[src/hub_seq_pkg.sv]
// constants and types shared by both ends of the reset sequencing link
package hub_seq_pkg;

  // ********************************************************
  // timing
  // ********************************************************
  localparam int CLK_PERIOD_NS  = 100;
  localparam int CLOCK_VALID_US = 10;
  // least time, so round up to whole cycles
  localparam int CLOCK_VALID_CYC =
    (CLOCK_VALID_US * 1000 + CLK_PERIOD_NS - 1) / CLK_PERIOD_NS;
  localparam int CNT_W = 8;
  localparam logic [CNT_W-1:0] CLOCK_VALID_LAST =
    CNT_W'(CLOCK_VALID_CYC - 1);
  // generated clocks toggle every CLK_HALF_LAST + 1 cycles
  localparam logic [1:0] CLK_HALF_LAST = 2'h1;
  // a clock with no edge for this many cycles counts as stopped
  localparam logic [3:0] ACT_WINDOW = 4'h8;

  // ********************************************************
  // widths, field positions, reset values
  // ********************************************************
  localparam int STRAP_W = 4;
  localparam int GAD_W   = 8;
  localparam logic [STRAP_W-1:0] STRAP_RST = 4'h0;
  localparam logic [GAD_W-1:0]   GAD_IDLE  = 8'hFF;
  localparam logic CFG_THROTTLE_RST = 1'h1;
  localparam logic CFG_IRQ_RST      = 1'h0;
  // device input synchroniser bit map
  localparam int SI_PG    = 0;
  localparam int SI_HCLK  = 1;
  localparam int SI_IOCLK = 2;
  localparam int SI_HOT_N = 3;
  localparam int SI_REQ_N = 4;
  localparam int SI_STRAP = 5;
  localparam int DEV_SYNC_W = SI_STRAP + STRAP_W;
  // host input synchroniser bit map
  localparam int HS_GNT_N = 0;
  localparam int HS_GAD   = 1;
  localparam int HOST_SYNC_W = HS_GAD + GAD_W;

  // ********************************************************
  // state machines
  // ********************************************************
  typedef enum logic [1:0] {
    GFX_IDLE    = 2'h0,
    GFX_TURN    = 2'h1,
    GFX_DRIVE   = 2'h3,
    GFX_RELEASE = 2'h2
  } gfx_state_t;

  typedef enum logic [2:0] {
    SEQ_OFF     = 3'h0,
    SEQ_CLKWAIT = 3'h1,
    SEQ_PGWAIT  = 3'h3,
    SEQ_RUN     = 3'h2,
    SEQ_WARM    = 3'h6
  } seq_state_t;

endpackage

[src/hub_seq_if.sv]
// pins between the hub device and the platform sequencing end
`timescale 1ns/10ps
interface hub_seq_if;
  import hub_seq_pkg::*;

  logic               resetInN;
  logic               powerGood;
  logic               hostClockPair;
  logic               hostClockPairNeg;
  logic               ioClock66;
  logic               overTempInN;
  logic [STRAP_W-1:0] strapBits;
  logic               gfxReqN;
  logic               gfxGntN;
  logic               gfxGntOe;
  logic [GAD_W-1:0]   gadOut;
  logic               gadOe;
  logic               gntLine;
  logic [GAD_W-1:0]   gadLine;

  // pull-ups hold undriven graphics pins high
  assign gntLine = gfxGntOe ? gfxGntN : 1'h1;
  assign gadLine = gadOe ? gadOut : GAD_IDLE;

  modport device (
    input  resetInN, powerGood, hostClockPair, hostClockPairNeg,
    input  ioClock66, overTempInN, strapBits, gfxReqN,
    output gfxGntN, gfxGntOe, gadOut, gadOe
  );

  modport host (
    output resetInN, powerGood, hostClockPair, hostClockPairNeg,
    output ioClock66, overTempInN, strapBits, gfxReqN,
    input  gntLine, gadLine
  );
endinterface

[src/hub_seq_device.sv]
// hub device end: reset, power-good, strap, clock check and thermal logic
// Contract
// reset in clears core logic asynchronously
// graphics outputs float while reset in low
// reset in resets graphics port logic
// power good only after stable power, clock
// io clock valid 10us before power good
// host clock valid 10us before reset release
// straps latched on power good rising edge
// power good drops in suspend, relatches
// over-temp input held for whole condition
// over-temp throttles, interrupts, or both
// host domain runs from host clock pair
// graphics domain runs from io clock
// no locked cycles on graphics port
// graphics cycles follow PCI 2.1 signalling
// full reset restores every default; strapValue keeps its last latch until the next power good rise
// warm reset keeps configuration bits
// reset release synchronised per domain
`timescale 1ns/10ps
module hub_seq_device
  import hub_seq_pkg::*;
(
  input  wire logic               sys_clk,
  input  wire logic               sys_rst,
  hub_seq_if.device               link,
  input  wire logic               cfgWrite,
  input  wire logic               cfgThrottleEn,
  input  wire logic               cfgIrqEn,
  input  wire logic [GAD_W-1:0]   readData,
  output logic                    readDone,
  output logic                    hotThrottle,
  output logic                    hotIrq,
  output logic      [STRAP_W-1:0] strapValue,
  output logic                    strapValid,
  output logic                    warmReset,
  output logic                    hostDomainRun,
  output logic                    gfxDomainRun
);

  // ********************************************************
  // reset release synchroniser
  // ********************************************************
  logic [2:0] rstSync_q;
  wire        relDone = rstSync_q[2] & rstSync_q[1];
  wire        coreRst = sys_rst | ~relDone;

  // assertion is immediate, release waits for the chain to agree
  always_ff @(posedge sys_clk or negedge link.resetInN)
  begin
    if (!link.resetInN)
      rstSync_q <= 3'h0;
    else
      rstSync_q <= {rstSync_q[1:0], 1'h1};
  end

  // ********************************************************
  // pin input synchronisers
  // ********************************************************
  logic [DEV_SYNC_W-1:0] s1_q, s2_q, s3_q, filt_q;
  // differential pair seen as one level: high only when the true leg is high and the negative leg low
  wire  hostDiff = link.hostClockPair & ~link.hostClockPairNeg;
  wire  [DEV_SYNC_W-1:0] rawIn = {link.strapBits, link.gfxReqN,
                                  link.overTempInN, link.ioClock66,
                                  hostDiff, link.powerGood};

  // a change counts once second and third stage agree
  always_ff @(posedge sys_clk)
  begin
    if (sys_rst)
    begin
      s1_q   <= '0;
      s2_q   <= '0;
      s3_q   <= '0;
      filt_q <= '0;
    end
    else
    begin
      s1_q   <= rawIn;
      s2_q   <= s1_q;
      s3_q   <= s2_q;
      filt_q <= (s2_q & s3_q) | (filt_q & (s2_q | s3_q));
    end
  end

  wire pgF   = filt_q[SI_PG];
  wire hotF  = ~filt_q[SI_HOT_N];
  wire reqF  = ~filt_q[SI_REQ_N];

  // ********************************************************
  // straps and sticky configuration
  // ********************************************************
  logic pgPrev_q;
  logic cfgThrottle_q, cfgIrq_q;
  wire  pgRise    = pgF & ~pgPrev_q;
  wire  fullReset = ~relDone & ~pgF;

  // straps survive reset in, since they are taken while it is low
  always_ff @(posedge sys_clk)
  begin
    if (sys_rst)
    begin
      pgPrev_q   <= 1'h0;
      strapValue <= STRAP_RST;
      strapValid <= 1'h0;
      warmReset  <= 1'h0;
    end
    else
    begin
      pgPrev_q  <= pgF;
      // kept out of the pin reset, or it could never show a warm reset
      warmReset <= ~relDone & pgF;
      if (pgRise)
      begin
        strapValue <= filt_q[SI_STRAP +: STRAP_W];
        strapValid <= 1'h1;
      end
      else if (!pgF)
        strapValid <= 1'h0;
    end
  end

  // these bits ride through a warm reset; only a full reset clears
  always_ff @(posedge sys_clk)
  begin
    if (sys_rst || fullReset)
    begin
      cfgThrottle_q <= CFG_THROTTLE_RST;
      cfgIrq_q      <= CFG_IRQ_RST;
    end
    else if (cfgWrite && relDone)
    begin
      cfgThrottle_q <= cfgThrottleEn;
      cfgIrq_q      <= cfgIrqEn;
    end
  end

  // ********************************************************
  // clock activity checks
  // ********************************************************
  logic [3:0] actCnt_q [2];
  logic [1:0] actPrev_q;
  wire  [1:0] clkF = {filt_q[SI_IOCLK], filt_q[SI_HCLK]};

  // a clock is trusted while it shows an edge inside the window
  always_ff @(posedge sys_clk or negedge link.resetInN)
  begin
    if (!link.resetInN)
    begin
      actPrev_q   <= 2'h0;
      actCnt_q[0] <= ACT_WINDOW;
      actCnt_q[1] <= ACT_WINDOW;
    end
    else
    begin
      actPrev_q <= clkF;
      for (int i = 0; i < 2; i++)
      begin
        if (coreRst || clkF[i] != actPrev_q[i])
          actCnt_q[i] <= (coreRst) ? ACT_WINDOW : 4'h0;
        else if (actCnt_q[i] != ACT_WINDOW)
          actCnt_q[i] <= actCnt_q[i] + 4'h1;
      end
    end
  end

  // domains leave reset only once released and clocked
  always_ff @(posedge sys_clk or negedge link.resetInN)
  begin
    if (!link.resetInN)
    begin
      hostDomainRun <= 1'h0;
      gfxDomainRun  <= 1'h0;
    end
    else
    begin
      hostDomainRun <= relDone && actCnt_q[0] != ACT_WINDOW;
      gfxDomainRun  <= relDone && actCnt_q[1] != ACT_WINDOW;
    end
  end

  // ********************************************************
  // thermal response
  // ********************************************************
  logic hotPrev_q;

  // the alarm is a level, so throttle follows it while it lasts
  always_ff @(posedge sys_clk or negedge link.resetInN)
  begin
    if (!link.resetInN)
    begin
      hotPrev_q   <= 1'h0;
      hotThrottle <= 1'h0;
      hotIrq      <= 1'h0;
    end
    else if (coreRst)
    begin
      hotPrev_q   <= 1'h0;
      hotThrottle <= 1'h0;
      hotIrq      <= 1'h0;
    end
    else
    begin
      hotPrev_q   <= hotF;
      hotThrottle <= hotF & cfgThrottle_q;
      hotIrq      <= hotF & ~hotPrev_q & cfgIrq_q;
    end
  end

  // ********************************************************
  // graphics grant and data
  // ********************************************************
  gfx_state_t       gfx_q, gfx_d;
  logic [GAD_W-1:0] gad_q;

  // one idle turnaround cycle sits on each side of a drive; there
  // is no lock input, so every grant ends when the request drops
  always_comb
  begin
    gfx_d = gfx_q;
    case (gfx_q)
      GFX_IDLE:    if (reqF) gfx_d = GFX_TURN;
      GFX_TURN:    gfx_d = GFX_DRIVE;
      GFX_DRIVE:   if (!reqF) gfx_d = GFX_RELEASE;
      GFX_RELEASE: gfx_d = GFX_IDLE;
      default:     gfx_d = GFX_IDLE;
    endcase
    if (!gfxDomainRun) gfx_d = GFX_IDLE;
  end

  always_ff @(posedge sys_clk or negedge link.resetInN)
  begin
    if (!link.resetInN)
    begin
      gfx_q    <= GFX_IDLE;
      gad_q    <= GAD_IDLE;
      readDone <= 1'h0;
    end
    else if (coreRst)
    begin
      gfx_q    <= GFX_IDLE;
      gad_q    <= GAD_IDLE;
      readDone <= 1'h0;
    end
    else
    begin
      gfx_q    <= gfx_d;
      readDone <= (gfx_q == GFX_DRIVE) && (gfx_d == GFX_RELEASE);
      if (gfx_q == GFX_TURN) gad_q <= readData;
    end
  end

  // enables fall straight off the pin, ahead of any clock edge, and
  // grant drive returns only once the release is synchronised
  assign link.gfxGntN  = ~(gfx_q == GFX_DRIVE);
  assign link.gfxGntOe = link.resetInN & relDone;
  assign link.gadOut   = gad_q;
  assign link.gadOe    = link.resetInN && gfx_q == GFX_DRIVE;

endmodule

[src/flat_wrapper.sv]
// flat-port wrapper written by rule: the top's interface ports become plain ports
module hub_seq_device_flat import hub_seq_pkg::*;
  (sys_clk, sys_rst, cfgWrite, cfgThrottleEn, cfgIrqEn, readData, readDone, hotThrottle, hotIrq, strapValue, strapValid, warmReset, hostDomainRun, gfxDomainRun, link_resetInN, link_powerGood, link_hostClockPair, link_hostClockPairNeg, link_ioClock66, link_overTempInN, link_strapBits, link_gfxReqN, link_gfxGntN, link_gfxGntOe, link_gadOut, link_gadOe);
  hub_seq_if link_i ();
  input  wire logic sys_clk;
  input  wire logic sys_rst;
  input  wire logic cfgWrite;
  input  wire logic cfgThrottleEn;
  input  wire logic cfgIrqEn;
  input  wire logic [GAD_W-1:0] readData;
  output logic readDone;
  output logic hotThrottle;
  output logic hotIrq;
  output logic      [STRAP_W-1:0] strapValue;
  output logic strapValid;
  output logic warmReset;
  output logic hostDomainRun;
  output logic gfxDomainRun;
  input wire logic [$bits(link_i.resetInN)-1:0] link_resetInN;
  input wire logic [$bits(link_i.powerGood)-1:0] link_powerGood;
  input wire logic [$bits(link_i.hostClockPair)-1:0] link_hostClockPair;
  input wire logic [$bits(link_i.hostClockPairNeg)-1:0] link_hostClockPairNeg;
  input wire logic [$bits(link_i.ioClock66)-1:0] link_ioClock66;
  input wire logic [$bits(link_i.overTempInN)-1:0] link_overTempInN;
  input wire logic [$bits(link_i.strapBits)-1:0] link_strapBits;
  input wire logic [$bits(link_i.gfxReqN)-1:0] link_gfxReqN;
  output wire logic [$bits(link_i.gfxGntN)-1:0] link_gfxGntN;
  output wire logic [$bits(link_i.gfxGntOe)-1:0] link_gfxGntOe;
  output wire logic [$bits(link_i.gadOut)-1:0] link_gadOut;
  output wire logic [$bits(link_i.gadOe)-1:0] link_gadOe;
  assign link_i.resetInN = link_resetInN;
  assign link_i.powerGood = link_powerGood;
  assign link_i.hostClockPair = link_hostClockPair;
  assign link_i.hostClockPairNeg = link_hostClockPairNeg;
  assign link_i.ioClock66 = link_ioClock66;
  assign link_i.overTempInN = link_overTempInN;
  assign link_i.strapBits = link_strapBits;
  assign link_i.gfxReqN = link_gfxReqN;
  assign link_gfxGntN = link_i.gfxGntN;
  assign link_gfxGntOe = link_i.gfxGntOe;
  assign link_gadOut = link_i.gadOut;
  assign link_gadOe = link_i.gadOe;
  hub_seq_device u_core (.sys_clk(sys_clk), .sys_rst(sys_rst), .link(link_i), .cfgWrite(cfgWrite), .cfgThrottleEn(cfgThrottleEn), .cfgIrqEn(cfgIrqEn), .readData(readData), .readDone(readDone), .hotThrottle(hotThrottle), .hotIrq(hotIrq), .strapValue(strapValue), .strapValid(strapValid), .warmReset(warmReset), .hostDomainRun(hostDomainRun), .gfxDomainRun(gfxDomainRun));
endmodule
[config.mk]
export PLATFORM = sky130hd
export DESIGN_NAME = hub_seq_device_flat
export DESIGN_NICKNAME = d
export VERILOG_FILES = /design/src/hub_seq_pkg.sv /design/src/hub_seq_if.sv /design/src/hub_seq_device.sv /design/src/flat_wrapper.sv
export SDC_FILE = /design/constraint.sdc
export NUM_CORES = 1
export LEC_CHECK = 0
export BUFFER_PORTS_ARGS = -buffer_cell sky130_fd_sc_hd__buf_4
export CAP_MARGIN = 20
export CORE_ASPECT_RATIO = 0.7
export CORE_MARGIN = 1
export CORE_UTILIZATION = 52
export DETAILED_ROUTE_END_ITERATION = 8
export GPL_TIMING_DRIVEN = 0
export PLACE_DENSITY = 0.78
export SLEW_MARGIN = 20
export SYNTH_ARGS = -nofsm -noshare
export SYNTH_HDL_FRONTEND = slang
export SYNTH_SLANG_ARGS = --single-unit
[constraint.sdc]
create_clock -name sys_clk -period 1.44 [get_ports sys_clk]
set_input_delay 0.432 -clock sys_clk [delete_from_list [all_inputs] [get_ports sys_clk]]
set_output_delay 0.432 -clock sys_clk [all_outputs]
set_load 0.02 [all_outputs]
==> impl_metrics.env <==
export IMPL_report_final_hold_viol_count=0
export IMPL_fin_skew_ns=0.00400
export IMPL_grt_max_degree=20
export IMPL_hold_path_class="primary input to asynchronous set/reset pin"
export IMPL_fin_nets=329
export IMPL_ioPinCount=46
export IMPL_cts_root_buf="clkbuf_8"
export IMPL_arrival_ns=1.06
export IMPL_clock_sinks=74
export IMPL_setup_violations=2
export IMPL_dp_hpwl_mm=3.06
export IMPL_violations="setup timing"
export IMPL_grt_pass1_wl_mm=7.66
export IMPL_status="finished, violations left"
export IMPL_timing_final_crit_share_pct=103
export IMPL_combPwrFrac_pct=3.9
export IMPL_cts_tree="yes"
export IMPL_dr_pass1_iters=6
export IMPL_io_buffers=44
export IMPL_num_vias=1843
export IMPL_drc_errors=0
export IMPL_cp_end_kind="output pin"
export IMPL_yosysSeqAreaShare_pct=63.1
export IMPL_fin_crit_ns=1.49
export IMPL_relSlewSlack_pct=44.2
export IMPL_rsz0062_at_grt="true"
export IMPL_avgSynthCellArea_um2=10.8
export IMPL_maxCapViolCount=0
export IMPL_synth_top_area_cell="dfxtp_1"
export IMPL_fp_dieW_um=86.5
export IMPL_rows=21
export IMPL_coreArea_um2=4780
export IMPL_path_max_fanout=3
export IMPL_clk_pin_slew_ns=0.07
export IMPL_fill_cells=358
export IMPL_grt_overflow=0
export IMPL_cts_max_path_buffers=2
export IMPL_ys_ff_latch=74
export IMPL_routedWlPerCell_um=12.7
export IMPL_drv_slew=0
export IMPL_clockPowerShare_pct=45.6
export IMPL_syn_to_final_growth_pct=29.5
export IMPL_yosys_warnings=0
export IMPL_drive_gt1_share_pct=28.4
export IMPL_synth_top_area_share_pct=34.7
export IMPL_start_util_pct=54.3
export IMPL_drt_total_wl_mm=4.75
export IMPL_crit_required_ns=1.01
export IMPL_pwr_density_cell_nw_per_um2=1240
export IMPL_grt_use_total_pct=20.1
export IMPL_clock_fmax_mhz=671
export IMPL_n_antenna_cell=0
export IMPL_synthTopCellsByArea="dfxtp_1 35%, dfrtp_1 18%, dfstp_2 10%, nor2b_1 6.7%, nand2_1 4.5%"
export IMPL_die_area_um2=5280
export IMPL_tightest_slew_ns=0.837
export IMPL_synthCells=240
export IMPL_syn_num_nets=268
export IMPL_tns_ns=-0.0880
export IMPL_drtIter0Drc=91
export IMPL_die_h_um=61.1
export IMPL_syn_area_um2=2600
export IMPL_leakagePower_uw=0.00149
export IMPL_drtAntennaViolNets=0
export IMPL_power_switching_share_pct=20.1
export IMPL_viasPerCell=4.91
export IMPL_clock_latency_ns=0.34
export IMPL_finalNonFillerCells=375
export IMPL_regArea_um2=1640
export IMPL_crit_type="flip-flop to output pin"
export IMPL_finalWorstSetupSlack_ns=-0.0496
export IMPL_p_sw_uw=840
export IMPL_grt_antenna_before_repair=0
export IMPL_seq_power_share_pct=50.6
export IMPL_ir_worst_vdd_uv=708
export IMPL_ys_types=34
export IMPL_critPathLaunchType="flip-flop"
export IMPL_gp_congestion=0.736
export IMPL_cts_buffers=9
export IMPL_multi_input_area_um2=888
export IMPL_intPower_uw=3340
export IMPL_htree_levels=3
export IMPL_grt_pass1_vias=1669
export IMPL_dp_cells=353
-- layer usage --
metal	vias to the layer above	GRT usage, %	wire length [um]
met5	-	0	0
met4	0	7.86	43
met3	8	9.65	299
met2	55	33.2	2270
met1	880	23.3	2140
li1	900	-	-
-- synth_stat cells (all sizes together) --
library cell	count
conb	1
nor3b	1
nor4b	1
nor3	2
o21ai	11
or2	1
mux2i	6
dfxtp	45
a21o	2
and3b	1
nand3b	3
or3	1
and3	3
a21oi	12
clkbuf	6
o31a	1
nand2	31
o211ai	1
ha	4
nor2	15
inv	7
buf	3
dfstp	10
and2	2
nand2b	2
xnor2	6
nand3	13
xor2	2
nor2b	28
dfrtp	19
-- cell type report --
type	count	area share, %
Clock buffer	10	3.79
Sequential cell	74	48.8
Timing Repair Buffer	50	12.6
Tap cell	69	2.57
Clock inverter	6	3.42
Inverter	7	0.781
Multi-Input combinational cell	150	26.4
Buffer	9	1.56
-- critical path, stage by stage (launching register included) --
cell and delay, ns:
dfrtp_1 0.41, and3_4 0.18, buf_6 0.12
-- sequential cells by signal (all words and copies together) (netlist names), 2 cells and up --
register            flops
u_core.filt_q           9
u_core.actCnt_q         8
u_core.rstSync_q        3
u_core.actPrev_q        2
u_core.s1_q             9
u_core.gfx_q            2
u_core.s2_q             9
u_core.s3_q             9
u_core.strapValue       4
u_core.link.gadOut      8
-- power by group through the flow --
stage / sequential [uW] / combinational, uW / clock [uW]
floorplan: 2160 / 62.4 / 0
global placement: 2160 / 141 / 0
detailed placement: 2160 / 144 / 0
CTS: 2110 / 160 / 1950
global route: 2120 / 178 / 2050
finish: 2110 / 162 / 1900
-- final timing paths --
kind                                  startpoint                    end  slack (ns)  cells after the start
setup / recovery                 u_core.gfx_q[1]             link_gadOe       -0.05                      2
hold / removal                     link_resetInN  u_core.link.gadOut[0]        0.08                      1
setup reg to reg             u_core.rstSync_q[1]        u_core.gfx_q[0]        0.11                      6
hold reg to reg              u_core.rstSync_q[0]    u_core.rstSync_q[1]        0.36                      0
max in group asynchronous          link_resetInN    u_core.rstSync_q[1]        0.42                      2
min in group sys_clk       link_hostClockPairNeg         u_core.s1_q[1]        0.24                      2
-- timing repair --
action / in CTS / in global routing
buffers inserted: 4 / 1
endpoints found under the hold margin: 19 / 0
pin swaps: 0 / 2
gates resized for setup: 13 / 4
hold buffers: 1 / 0
endpoints found under the setup margin: 11 / 30
-- cell usage in the layout, fill, tap and decap left out, types with 2 or more instances in the layout --
master and count:
dfrtp_2 2, a21oi_1 12, dfrtp_1 17, nand3_1 13, buf_4 37, dfstp_2 10
clkbuf_2 2, bufinv_16 3, and2_1 2, nor2_1 15, nand2b_1 2, buf_6 14
clkinv_4 2, nand3b_1 2, nand2_1 31, dfxtp_1 45, xnor2_1 6, and3_4 2
clkbuf_8 9, nor2b_1 28, clkbuf_1 5, xor2_1 2, o21ai_0 11, mux2i_1 6
ha_1 4, inv_1 7, a21o_1 2
-- cells by family after synthesis --
kind of cell / synth area share, %
AND/OR/NAND/NOR: 21.1
AO/OA/AOI/OAI: 5.64
adder cells (fa/ha/maj): 1.93
buffers and inverters: 3.04
XOR/XNOR: 2.70
multiplexers: 2.31
flip-flops: 63.1
other: 0.144
-- stage by stage --
| stage | total power (uW) | instance area [um^2] | worst slack [ns] | hold slack, ns | util, % |
|---|---|---|---|---|---|
| 2_1_floorplan | 2220 | 2600 | 0.275 | 0.136 | - |
| 3_3_place_gp | 2300 | 3010 | -0.131 | 0.332 | 63.0 |
| 3_5_place_dp | 2300 | 3010 | -0.120 | 0.345 | 63.0 |
| 4_1_cts | 4220 | 3340 | -0.0620 | 0.0570 | 69.8 |
| 5_1_grt | 4350 | 3360 | -0.0765 | 0.0663 | 70.3 |
| 6_report | 4180 | 3360 | -0.0496 | 0.0800 | 70.3 |
No activity file was read; power rests on OpenSTA's default activity.
